### src/design/adc_seq_pkg.sv
`default_nettype none
package adc_seq_pkg;
   // ----------------------------------------
   // register map, byte addresses
   // ----------------------------------------
   localparam logic [7:0] MODE_CONFIG_0_OFF = 8'h00;
   localparam logic [7:0] FILTER_OFF = 8'h04;
   localparam logic [7:0] AUXCFG_OFF = 8'h08;
   localparam logic [7:0] INMUX_OFF = 8'h0C;
   localparam logic [7:0] STATUS_OFF = 8'h10;
   // mode_config_0 fields
   localparam int unsigned CONVERSION_MODE_SELECT_BIT = 6;
   localparam int unsigned CHOP_BIT = 5;
   localparam int unsigned ROT_BIT = 4;
   localparam int unsigned DELAY_LSB = 0;
   // filter config fields
   localparam int unsigned FILT_LSB = 5;
   localparam int unsigned RATE_LSB = 0;
   // status fields
   localparam int unsigned ST_MAIN_RUN = 0;
   localparam int unsigned ST_AUX_RUN = 1;
   localparam int unsigned ST_DATA_READY_LOW = 2;
   localparam int unsigned ST_AUX_RDY = 3;
   // reset values
   localparam logic [7:0] MODE_CONFIG_0_RST = 8'h00;
   localparam logic [7:0] FILTER_RST = 8'h00;
   localparam logic [1:0] AUXCFG_RST = 2'h0;
   localparam logic [7:0] INMUX_RST = 8'h01;
   // ----------------------------------------
   // opcodes
   // ----------------------------------------
   localparam logic [7:0] MAIN_START_OP = 8'h08;
   localparam logic [7:0] MAIN_STOP_OP = 8'h0A;
   localparam logic [7:0] AUX_START_OP = 8'h0C;
   localparam logic [7:0] AUX_STOP_OP = 8'h0E;
   localparam logic [2:0] OP_DECODE_BIT = 3'h6;
   // filter codes
   localparam logic [2:0] FILT_FIR = 3'h5;
   // ----------------------------------------
   // times in ns, data ready low time in clocks
   // ----------------------------------------
   localparam logic [31:0] SETTLE_NS = 32'h0000_CB20;
   localparam logic [31:0] SINC_OVH_NS = 32'h0005_4F60;
   localparam logic [31:0] FIR_OVH_NS = 32'h0020_C6A0;
   localparam logic [31:0] DELAY_STEP_NS = 32'h0000_21FC;
   localparam logic [3:0] DATA_READY_LOW_LOW_CYC = 4'h8;
   localparam logic [31:0] MAIN_PERIOD_NS [16] = '{
      32'h17D7_8400, 32'h0BEB_C200, 32'h05F5_E100, 32'h0393_8700,
      32'h02FA_F080, 32'h0131_2D00, 32'h00FE_502B, 32'h0098_9680,
      32'h0026_25A0, 32'h000C_B735, 32'h0006_5B9B, 32'h0003_2DCD,
      32'h0002_1E89, 32'h0001_0F44, 32'h0000_CB73, 32'h0000_65BA};
   localparam logic [31:0] AUX_FIRST_NS [4] = '{
      32'h0736_5040, 32'h01DC_1300, 32'h0084_E770, 32'h004B_D610};
   localparam logic [31:0] AUX_PERIOD_NS [4] = '{
      32'h05F5_E100, 32'h0098_9680, 32'h0026_25A0, 32'h0013_12D0};
endpackage : adc_seq_pkg
`default_nettype wire

### src/design/adc_conversion_sequencer.sv
// Summary of operation
// - main channel starts and stops from the start pin or serial opcodes
// - mode_config_0 bit 6 selects continuous or single-shot operation
// - start and stop opcodes act at the seventh serial clock falling edge
// - bytes 08h and 09h decode as main_start_cmd
// - bytes 0Ah and 0Bh decode as main_stop_cmd
// - bytes 0Ch and 0Dh decode as aux_start_cmd
// - bytes 0Eh and 0Fh decode as aux_stop_cmd
// - single-shot start drives data_ready_low high within two clocks
// - continuous stop lets the running conversion finish, then halts
// - continuous mode runs from start until pin falls or stop opcode
// - pin toggle or stop-start restarts; ready high on restart, low on data
// - single-shot does one conversion per start, then halts
// - single-shot ignores stop opcodes during a running conversion
// - aux channel runs independently from aux start to aux stop opcode
// - input mux write during conversions restarts the conversion
// - only the first conversion has filter latency; later ones nominal rate (with chop or rotation the code repeats base latency plus delay)
// - first latency follows filter order and rate, settling delay included
// - chop or rotation doubles latency plus delay; both quadruple it
// - with chop or rotation, period equals base latency plus delay
// - aux first latency runs from 121 ms slowest to 4.97 ms fastest
// - each start or restart waits 52 us plus programmed delay first (main channel only; aux start loads its first latency at once)
//
// The implementer's own choices: the register addresses and the APB slave port.
`timescale 1ns/1ps
`default_nettype none
module adc_conversion_sequencer #(
   parameter int unsigned TIME_STEP_NS = 10
) (
   input wire logic mclk,
   input wire logic rst_b,
   input wire logic psel,
   input wire logic penable,
   input wire logic pwrite,
   input wire logic [7:0] paddr,
   input wire logic [31:0] pwdata,
   output logic [31:0] prdata,
   output logic pready,
   output logic pslverr,
   input wire logic startPin,
   input wire logic chipSelect_b,
   input wire logic serialClk,
   input wire logic serialDin,
   output logic dataReady_b,
   output logic mainRunning,
   output logic auxRunning
);
   // ----------------------------------------
   // types and helpers
   // ----------------------------------------
   typedef enum logic [1:0] {M_IDLE, M_SETTLE, M_CONV} mainState_t;
   typedef enum logic {A_IDLE, A_CONV} auxState_t;

   localparam logic [31:0] STEP = TIME_STEP_NS[31:0];

   function automatic logic opMatch(input logic [6:0] bits, input logic [7:0] op);
      opMatch = (bits == op[7:1]);
   endfunction : opMatch

   function automatic logic addrHit(input logic [7:0] a);
      addrHit = (a == adc_seq_pkg::MODE_CONFIG_0_OFF) || (a == adc_seq_pkg::FILTER_OFF) ||
         (a == adc_seq_pkg::AUXCFG_OFF) || (a == adc_seq_pkg::INMUX_OFF) ||
         (a == adc_seq_pkg::STATUS_OFF);
   endfunction : addrHit

   // ----------------------------------------
   // pin synchronisers
   // ----------------------------------------
   // 0 start, 1 chip select, 2 serial clock, 3 serial data
   logic [2:0] syncPipe_r [4];
   logic [3:0] pinVal_r;
   logic [3:0] pinPrev_r;

   genvar gi;
   generate
      for (gi = 0; gi < 4; gi++) begin : g_sync
         always_ff @(posedge mclk or negedge rst_b) begin
            if (!rst_b) begin
               // idle levels, so no false edge follows reset
               syncPipe_r[gi] <= (gi == 1) ? 3'h7 : 3'h0;
               pinVal_r[gi] <= (gi == 1);
               pinPrev_r[gi] <= (gi == 1);
            end else begin
               syncPipe_r[gi] <= {syncPipe_r[gi][1:0], (gi == 0) ? startPin :
                  (gi == 1) ? chipSelect_b : (gi == 2) ? serialClk : serialDin};
               // only a level seen by both later stages counts
               if (syncPipe_r[gi][1] == syncPipe_r[gi][2]) begin
                  pinVal_r[gi] <= syncPipe_r[gi][2];
               end
               pinPrev_r[gi] <= pinVal_r[gi];
            end
         end
      end
   endgenerate

   logic pinRise;
   logic pinFall;
   logic sclkFall;
   assign pinRise = pinVal_r[0] && !pinPrev_r[0];
   assign pinFall = !pinVal_r[0] && pinPrev_r[0];
   assign sclkFall = pinPrev_r[2] && !pinVal_r[2] && !pinVal_r[1];

   // ----------------------------------------
   // command byte capture
   // ----------------------------------------
   logic [2:0] bitCnt_r;
   logic [5:0] shift_r;
   logic cmdValid;
   logic [6:0] cmdBits;

   always_ff @(posedge mclk or negedge rst_b) begin
      if (!rst_b) begin
         bitCnt_r <= 3'h0;
         shift_r <= 6'h00;
      end else if (pinVal_r[1]) begin
         bitCnt_r <= 3'h0;
      end else if (sclkFall) begin
         bitCnt_r <= bitCnt_r + 3'h1;
         shift_r <= {shift_r[4:0], pinVal_r[3]};
      end
   end

   // low opcode bit is a don't-care, so decode already at the 7th fall
   assign cmdValid = sclkFall && (bitCnt_r == adc_seq_pkg::OP_DECODE_BIT);
   assign cmdBits = {shift_r, pinVal_r[3]};

   logic mainStartCmd;
   logic mainStopCmd;
   logic auxStartCmd;
   logic auxStopCmd;
   assign mainStartCmd = cmdValid && opMatch(cmdBits, adc_seq_pkg::MAIN_START_OP);
   assign mainStopCmd = cmdValid && opMatch(cmdBits, adc_seq_pkg::MAIN_STOP_OP);
   assign auxStartCmd = cmdValid && opMatch(cmdBits, adc_seq_pkg::AUX_START_OP);
   assign auxStopCmd = cmdValid && opMatch(cmdBits, adc_seq_pkg::AUX_STOP_OP);

   // ----------------------------------------
   // register file
   // ----------------------------------------
   logic [7:0] mode_config_0_r;
   logic [7:0] filter_r;
   logic [1:0] auxCfg_r;
   logic [7:0] inMux_r;
   logic auxReady_r;
   logic apbWrite;
   logic muxWrite;
   logic auxDone;
   mainState_t mainState_r;
   auxState_t auxState_r;

   assign pready = 1'b1;
   assign pslverr = psel && penable && !addrHit(paddr);
   assign apbWrite = psel && penable && pwrite;
   assign muxWrite = apbWrite && (paddr == adc_seq_pkg::INMUX_OFF);

   always_ff @(posedge mclk or negedge rst_b) begin
      if (!rst_b) begin
         mode_config_0_r <= adc_seq_pkg::MODE_CONFIG_0_RST;
         filter_r <= adc_seq_pkg::FILTER_RST;
         auxCfg_r <= adc_seq_pkg::AUXCFG_RST;
         inMux_r <= adc_seq_pkg::INMUX_RST;
      end else if (apbWrite) begin
         case (paddr)
            adc_seq_pkg::MODE_CONFIG_0_OFF: mode_config_0_r <= pwdata[7:0];
            adc_seq_pkg::FILTER_OFF: filter_r <= pwdata[7:0];
            adc_seq_pkg::AUXCFG_OFF: auxCfg_r <= pwdata[1:0];
            adc_seq_pkg::INMUX_OFF: inMux_r <= pwdata[7:0];
            default: ;
         endcase
      end
   end

   // sticky aux data flag, write one to clear; a new result wins
   always_ff @(posedge mclk or negedge rst_b) begin
      if (!rst_b) begin
         auxReady_r <= 1'b0;
      end else if (auxDone) begin
         auxReady_r <= 1'b1;
      end else if (apbWrite && (paddr == adc_seq_pkg::STATUS_OFF) &&
            pwdata[adc_seq_pkg::ST_AUX_RDY]) begin
         auxReady_r <= 1'b0;
      end
   end

   logic [31:0] readMux;
   always_comb begin
      readMux = 32'h0000_0000;
      case (paddr)
         adc_seq_pkg::MODE_CONFIG_0_OFF: readMux[7:0] = mode_config_0_r;
         adc_seq_pkg::FILTER_OFF: readMux[7:0] = filter_r;
         adc_seq_pkg::AUXCFG_OFF: readMux[1:0] = auxCfg_r;
         adc_seq_pkg::INMUX_OFF: readMux[7:0] = inMux_r;
         adc_seq_pkg::STATUS_OFF: begin
            readMux[adc_seq_pkg::ST_MAIN_RUN] = (mainState_r != M_IDLE);
            readMux[adc_seq_pkg::ST_AUX_RUN] = (auxState_r != A_IDLE);
            readMux[adc_seq_pkg::ST_DATA_READY_LOW] = dataReady_b;
            readMux[adc_seq_pkg::ST_AUX_RDY] = auxReady_r;
         end
         default: readMux = 32'h0000_0000;
      endcase
   end

   // read data captured in the setup phase, valid through the access phase
   always_ff @(posedge mclk or negedge rst_b) begin
      if (!rst_b) begin
         prdata <= 32'h0000_0000;
      end else if (psel && !penable && !pwrite) begin
         prdata <= readMux;
      end
   end

   // ----------------------------------------
   // latency arithmetic
   // ----------------------------------------
   logic singleShot;
   logic [1:0] rotChop;
   logic [3:0] delayField;
   logic [2:0] filtSel;
   logic [31:0] delayNs;
   logic [31:0] baseNs;
   logic [31:0] firstTotalNs;
   logic [31:0] firstConvNs;
   logic [31:0] nextPeriodNs;
   logic [31:0] periodNs;

   assign singleShot = mode_config_0_r[adc_seq_pkg::CONVERSION_MODE_SELECT_BIT];
   assign rotChop = {mode_config_0_r[adc_seq_pkg::CHOP_BIT], mode_config_0_r[adc_seq_pkg::ROT_BIT]};
   assign delayField = mode_config_0_r[adc_seq_pkg::DELAY_LSB +: 4];
   assign filtSel = filter_r[adc_seq_pkg::FILT_LSB +: 3];
   assign periodNs = adc_seq_pkg::MAIN_PERIOD_NS[filter_r[adc_seq_pkg::RATE_LSB +: 4]];
   // binary steps from 8.7 us; code 0 adds nothing
   assign delayNs = (delayField == 4'h0) ? 32'h0000_0000 :
      (adc_seq_pkg::DELAY_STEP_NS << (delayField - 4'h1));

   always_comb begin
      if (filtSel == adc_seq_pkg::FILT_FIR) begin
         baseNs = adc_seq_pkg::SETTLE_NS + periodNs + adc_seq_pkg::FIR_OVH_NS;
      end else if (filtSel > adc_seq_pkg::FILT_FIR) begin
         baseNs = adc_seq_pkg::SETTLE_NS + periodNs + adc_seq_pkg::SINC_OVH_NS;
      end else begin
         // sinc order n settles after n periods
         baseNs = adc_seq_pkg::SETTLE_NS + adc_seq_pkg::SINC_OVH_NS +
            32'(periodNs * ({29'h0000_0000, filtSel} + 32'h0000_0001));
      end
   end

   always_comb begin
      case (rotChop)
         2'b00: firstTotalNs = baseNs + delayNs;
         2'b11: firstTotalNs = (baseNs + delayNs) << 2;
         default: firstTotalNs = (baseNs + delayNs) << 1;
      endcase
   end

   // settle and programmed delay are timed separately in M_SETTLE
   assign firstConvNs = firstTotalNs - adc_seq_pkg::SETTLE_NS - delayNs;
   assign nextPeriodNs = (rotChop != 2'b00) ? (baseNs + delayNs) : periodNs;

   // ----------------------------------------
   // main channel sequencer
   // ----------------------------------------
   logic [31:0] remNs_r;
   logic haltAfter_r;
   logic mainStartEv;
   logic mainStopEv;
   logic mainRestart;
   logic remDone;
   logic convDone;

   assign mainStartEv = pinRise || mainStartCmd;
   assign mainStopEv = pinFall || mainStopCmd;
   assign mainRestart = mainStartEv || (muxWrite && (mainState_r != M_IDLE));
   assign remDone = (remNs_r <= STEP);
   assign convDone = (mainState_r == M_CONV) && remDone && !mainRestart;

   always_ff @(posedge mclk or negedge rst_b) begin
      if (!rst_b) begin
         mainState_r <= M_IDLE;
         remNs_r <= 32'h0000_0000;
      end else if (mainRestart) begin
         mainState_r <= M_SETTLE;
         remNs_r <= adc_seq_pkg::SETTLE_NS + delayNs;
      end else begin
         case (mainState_r)
            M_IDLE: remNs_r <= 32'h0000_0000;
            M_SETTLE: begin
               if (remDone) begin
                  mainState_r <= M_CONV;
                  remNs_r <= firstConvNs;
               end else begin
                  remNs_r <= remNs_r - STEP;
               end
            end
            M_CONV: begin
               if (!remDone) begin
                  remNs_r <= remNs_r - STEP;
               end else if (singleShot || haltAfter_r || (mainStopEv && !singleShot)) begin
                  mainState_r <= M_IDLE;
                  remNs_r <= 32'h0000_0000;
               end else begin
                  remNs_r <= nextPeriodNs;
               end
            end
            default: mainState_r <= M_IDLE;
         endcase
      end
   end

   // stop in single-shot is ignored; in continuous the current one finishes
   always_ff @(posedge mclk or negedge rst_b) begin
      if (!rst_b) begin
         haltAfter_r <= 1'b0;
      end else if (mainRestart || (mainState_r == M_IDLE)) begin
         haltAfter_r <= 1'b0;
      end else if (mainStopEv && !singleShot) begin
         haltAfter_r <= 1'b1;
      end
   end

   // ----------------------------------------
   // data ready output
   // ----------------------------------------
   logic [3:0] lowCnt_r;
   always_ff @(posedge mclk or negedge rst_b) begin
      if (!rst_b) begin
         dataReady_b <= 1'b1;
         lowCnt_r <= 4'h0;
      end else if (mainRestart) begin
         dataReady_b <= 1'b1;
         lowCnt_r <= 4'h0;
      end else if (convDone) begin
         dataReady_b <= 1'b0;
         lowCnt_r <= adc_seq_pkg::DATA_READY_LOW_LOW_CYC;
      end else if (lowCnt_r != 4'h0) begin
         lowCnt_r <= lowCnt_r - 4'h1;
         if (lowCnt_r == 4'h1) begin
            dataReady_b <= 1'b1;
         end
      end
   end

   assign mainRunning = (mainState_r != M_IDLE);

   // ----------------------------------------
   // aux channel sequencer
   // ----------------------------------------
   logic [31:0] auxRem_r;
   assign auxDone = (auxState_r == A_CONV) && (auxRem_r <= STEP) && !auxStartCmd && !auxStopCmd;

   always_ff @(posedge mclk or negedge rst_b) begin
      if (!rst_b) begin
         auxState_r <= A_IDLE;
         auxRem_r <= 32'h0000_0000;
      end else if (auxStartCmd) begin
         auxState_r <= A_CONV;
         auxRem_r <= adc_seq_pkg::AUX_FIRST_NS[auxCfg_r];
      end else if (auxStopCmd) begin
         auxState_r <= A_IDLE;
         auxRem_r <= 32'h0000_0000;
      end else begin
         case (auxState_r)
            A_IDLE: auxRem_r <= 32'h0000_0000;
            A_CONV: begin
               if (auxDone) begin
                  auxRem_r <= adc_seq_pkg::AUX_PERIOD_NS[auxCfg_r];
               end else begin
                  auxRem_r <= auxRem_r - STEP;
               end
            end
            default: auxState_r <= A_IDLE;
         endcase
      end
   end

   assign auxRunning = (auxState_r != A_IDLE);

   // ----------------------------------------
   // assertions
   // ----------------------------------------
   property p_singleDrdyHigh;
      @(posedge mclk) disable iff (!rst_b)
      (singleShot && mainStartEv) |-> ##[1:2] dataReady_b;
   endproperty
   a_singleDrdyHigh: assert property (p_singleDrdyHigh) else $error("ready not high after start");

   property p_singleIgnoresStop;
      @(posedge mclk) disable iff (!rst_b)
      (singleShot && mainStopCmd && !mainStartEv && !muxWrite && mainState_r == M_CONV && !remDone)
         |=> (mainState_r == M_CONV);
   endproperty
   a_singleIgnoresStop: assert property (p_singleIgnoresStop) else $error("stop halted single shot");

   property p_startOpcode;
      @(posedge mclk) disable iff (!rst_b)
      (cmdValid && cmdBits[6:0] == 7'h04) |=> (mainState_r == M_SETTLE) && dataReady_b;
   endproperty
   a_startOpcode: assert property (p_startOpcode) else $error("start opcode not taken");

   property p_stopOpcode;
      @(posedge mclk) disable iff (!rst_b)
      (cmdValid && cmdBits[6:0] == 7'h05 && !singleShot && !pinRise && mainState_r != M_IDLE && !muxWrite)
         |=> haltAfter_r;
   endproperty
   a_stopOpcode: assert property (p_stopOpcode) else $error("stop opcode not taken");

   property p_auxStart;
      @(posedge mclk) disable iff (!rst_b)
      (cmdValid && cmdBits[6:0] == 7'h06) |=> auxRunning && (auxRem_r == $past(adc_seq_pkg::AUX_FIRST_NS[auxCfg_r]));
   endproperty
   a_auxStart: assert property (p_auxStart) else $error("aux start wrong");

   property p_auxStop;
      @(posedge mclk) disable iff (!rst_b)
      (cmdValid && cmdBits[6:0] == 7'h07) |=> !auxRunning;
   endproperty
   a_auxStop: assert property (p_auxStop) else $error("aux stop wrong");

   property p_muxRestart;
      @(posedge mclk) disable iff (!rst_b)
      (muxWrite && mainRunning) |=> (mainState_r == M_SETTLE) && dataReady_b;
   endproperty
   a_muxRestart: assert property (p_muxRestart) else $error("mux write did not restart");

   property p_pinRiseStarts;
      @(posedge mclk) disable iff (!rst_b)
      (syncPipe_r[0][2] && syncPipe_r[0][1] && !pinVal_r[0]) |=> ##1 (mainState_r == M_SETTLE);
   endproperty
   a_pinRiseStarts: assert property (p_pinRiseStarts) else $error("pin rise did not start");

   property p_singleHalts;
      @(posedge mclk) disable iff (!rst_b)
      (singleShot && convDone) |=> (mainState_r == M_IDLE) && !dataReady_b;
   endproperty
   a_singleHalts: assert property (p_singleHalts) else $error("single shot did not halt");

   property p_settleLength;
      @(posedge mclk) disable iff (!rst_b)
      mainRestart |=> (remNs_r == adc_seq_pkg::SETTLE_NS + $past(delayNs));
   endproperty
   a_settleLength: assert property (p_settleLength) else $error("settle time wrong");

   property p_contRuns;
      @(posedge mclk) disable iff (!rst_b)
      (convDone && !singleShot && !haltAfter_r && !mainStopEv) |=> (mainState_r == M_CONV) && !dataReady_b;
   endproperty
   a_contRuns: assert property (p_contRuns) else $error("continuous mode stopped");

   property p_opcodeTiming;
      @(posedge mclk) disable iff (!rst_b)
      cmdValid |=> (bitCnt_r == 3'h7) && !cmdValid;
   endproperty
   a_opcodeTiming: assert property (p_opcodeTiming) else $error("opcode at wrong edge");
endmodule : adc_conversion_sequencer
`default_nettype wire

### config.mk
export PLATFORM = sky130hd
export DESIGN_NAME = adc_conversion_sequencer
export DESIGN_NICKNAME = d
export VERILOG_FILES = /design/src/design/adc_seq_pkg.sv /design/src/design/adc_conversion_sequencer.sv
export SDC_FILE = /design/constraint.sdc
export NUM_CORES = 1
export LEC_CHECK = 0
export ABC_AREA = 1
export BUFFER_PORTS_ARGS = -buffer_cell sky130_fd_sc_hd__buf_2
export CAP_MARGIN = 25
export CORE_MARGIN = 4
export CORE_UTILIZATION = 35
export CTS_BUF_LIST = sky130_fd_sc_hd__clkbuf_4 sky130_fd_sc_hd__clkbuf_8
export DETAILED_ROUTE_END_ITERATION = 12
export GPL_TIMING_DRIVEN = 0
export PLACE_DENSITY = 0.6
export SLEW_MARGIN = 25
export SYNTH_ARGS = -nofsm -noshare
export SYNTH_HDL_FRONTEND = slang
export SYNTH_SLANG_ARGS = --single-unit
### constraint.sdc
create_clock -name mclk -period 8.02 [get_ports mclk]
set_input_delay 0.401 -clock mclk [delete_from_list [all_inputs] [get_ports mclk]]
set_output_delay 0.401 -clock mclk [all_outputs]
set_load 0.05 [all_outputs]
==> impl_metrics.ini <==
[layout]
final_area_sq_um = 23300
nets = 3340
mostFrequentLayoutCells = 511 x nand2_1, 391 x inv_1, 294 x nor2_1
drive_above_1_share = 0.221
layout_commonest_cell = nand2_1
area_growth_pct = 23.9

[critical_path]
crit_fanout = 6
crit_top_cell = a21oi_2
cp_data_arrival_time_ns = 8.56
worst_setup_path_start_kind = flop
cpMaxStageDelayCell = fa_1
cp_data_required_time_ns = 8.41
path_class = reg -> reg
endpoint_kind = flop
cpPeakStageDelay_ns = 0.57

[yosys]
ys.flop_type = dfrtp_1
syn_area_per_cell_sq_um = 6.58
syn_inst = 2854
synthArstFlopShare = 1.00
synth.distinct_cells = 72
syn_area_sq_um = 18800
synth_edf_count = 0
synth_seq_cells = 134
yosys_warnings = 0
ys_seq_area_frac = 0.179

[cts]
root_buffer = clkbuf_8
clk_latency_ns = 0.51
clockBufferDepth = 2
h-tree-depth = 4
cts_buffers = 17
clock-sinks = 134
cts.clk_slew.worst_paths_ns = 0.08
cts_tree = built

[pwr]
leakage_uw = 0.0112
p_total_uw = 3830
power_density_nw_per_um2 = 164
irDropWorstVdd_mv = 0.143

[grt]
grt_start_max_net_pins = 82
antenna_found_initial = 1
grtUsageTotal = 0.227
grt_pass1_vias = 18600
overflow = 0
grt_pass1_wl_microns = 103000

[routing]
avgRoutedWirePerCell_microns = 18.0
ant_nets = 0
drt_iter0_drc = 1906
drt_pre_antenna_iters = 8
drt-vias-per-instance = 5.37
vias = 20200
wl_microns = 67600
drcViolationCount = 0

[floorplan]
rows = 84
coreArea_sq_um = 52900
die-area_sq_um = 57400
die_w_microns = 240
start_util = 0.355
die_h_microns = 240
io_pins = 86

[timing]
timing.final.ws_setup_ns = -0.150
rsz0062_at_grt = true
maxSlewHeadroom = 0.277
min_period_over_period = 1.02
slew_violations = 0
fin_crit_ns = 8.17
max_freq_mhz = 122
skew_ns = 0.0255
finalSetupViolations = 3
worst_pin_slew_ns = 1.08
finalHoldViolations = 0

[placed_design]
place_area_sq_um = 19900
io_buffer_count = 36
dp_hpwl_microns = 53000
routabilityCongestion = 0.986

[run_status]
violations = setup timing
status = finished, violations left

[flow_run]
max-cap-violations = 0

[worst_hold_path]
hold_path.class = in -> reg
layer usage:
| metal | global-route usage | vias up | share of wire | routed length [microns] |
|---|---|---|---|---|
| met1 | 0.317 | 9515 | 0.44 | 29600 |
| met5 | 0 | - | 0 | 0 |
| met4 | 0.0779 | 0 | 0.034 | 2300 |
| met3 | 0.0388 | 135 | 0.077 | 5230 |
| li1 | - | 9790 | - | - |
| met2 | 0.357 | 743 | 0.45 | 30400 |
power by group:
part / switching (uW) / internal (uW)
clock network: 313 / 234
logic: 1540 / 870
registers: 95.0 / 768
total: 1950 / 1870
state kept, by name (all words and copies together) (netlist names), 3 cells and up:
name and count:
auxRem_r 31, bitCnt_r 3, filter_r 8, inMux_r 8
lowCnt_r 4, mode_config_0_r 8, pinVal_r 3, prdata 8
remNs_r 32, shift_r 6, syncPipe_r 12
Yosys cell counts, drive strengths merged (2+ instances only):
cell type,n,area share
clkinv,11,0.0023
a211oi,2,0.00080
a22oi,2,0.00080
a21oi,232,0.062
a2111oi,2,0.00093
dfstp,6,0.0084
nor4,11,0.0040
xnor2,40,0.019
and2,3,0.0010
inv,438,0.089
nor2,343,0.072
o21a,10,0.0041
nor3,46,0.013
conb,2,0.00040
a21o,11,0.0044
o31ai,10,0.0040
nand3,158,0.046
clkbuf,49,0.0098
o21bai,7,0.0028
nand4,23,0.0080
a31oi,21,0.0078
a21boi,6,0.0024
dfrtp,128,0.17
buf,42,0.016
fa,55,0.059
o22ai,30,0.010
or2,9,0.0030
maj3,4,0.0021
a221oi,10,0.0047
o211ai,24,0.0096
o2111ai,2,0.00093
o21ai,270,0.075
nand3b,6,0.0026
o311ai,4,0.0019
nand2,580,0.12
o221ai,15,0.0070
xor2,50,0.026
ha,183,0.12
critical path, delay by kind of cell, from the launching register on:
| family | cells | cell delay (ns) |
|---|---|---|
| DFF | 1 | 0.42 |
| xor gates and xnor gates | 2 | 0.37 |
| buffers and inverters | 6 | 0.59 |
| AOI/OAI and AO/OA | 16 | 2.53 |
| adders and majority gates | 8 | 2.70 |
| and+or+nand+nor | 15 | 1.44 |
cells by family after synthesis:
| logic type | count (synthesis) | synth area share |
|---|---|---|
| compound gates | 665 | 0.203 |
| xor+xnor | 90 | 0.0444 |
| fa+ha+maj | 242 | 0.183 |
| buf+inv | 540 | 0.117 |
| flops | 134 | 0.179 |
| other cells | 2 | 0.000400 |
| simple gates | 1181 | 0.274 |
layout make-up:
class                   count  area (sq um)
flip-flops and latches    134          3370
repair buffers            159          1210
clock buffers              19           255
well taps                 688           861
inverters                 449          1730
multi-input cells        2203         15200
fillers                  5440         29600
clock inverters            13           115
plain buffers              89           512
diodes                      1          2.50
worst paths after layout:
kind,from,to,slack [ns],depth (start not counted)
max,filter_r[0],remNs_r[31],-0.15,47
min,pwdata[7],inMux_r[7],0.18,3
max reg2reg,filter_r[0],remNs_r[31],-0.15,47
min reg2reg,syncPipe_r[0],syncPipe_r[1],0.35,0
max in group asynchronous,rst_b,filter_r[7],6.82,3
min in group asynchronous,rst_b,auxRem_r[10],0.40,2
metrics by stage:
step           hold slack, ns   util  setup WS (ns)  instances  TNS, ns
3_3_place_gp            0.332  0.376          -1.91       3601   -22.79
6_report                0.176  0.440         -0.150       3755   -0.239
5_1_grt                 0.169  0.440         -0.504       3755    -3.04
3_5_place_dp            0.338  0.377          -1.94       3602   -23.10
2_1_floorplan           0.105      -          0.130       2877        0
4_1_cts                 0.126  0.409        -0.0471       3693  -0.0471
what timing repair did:
action                     4_1_cts  5_1_grt
buffers inserted                56       61
resized for setup              212      272
hold buffers                     5        0
pin swaps                       82      141
hold endpoints to repair        57        0
setup endpoints to repair       21       18
Power figures use the tool's default switching activity.
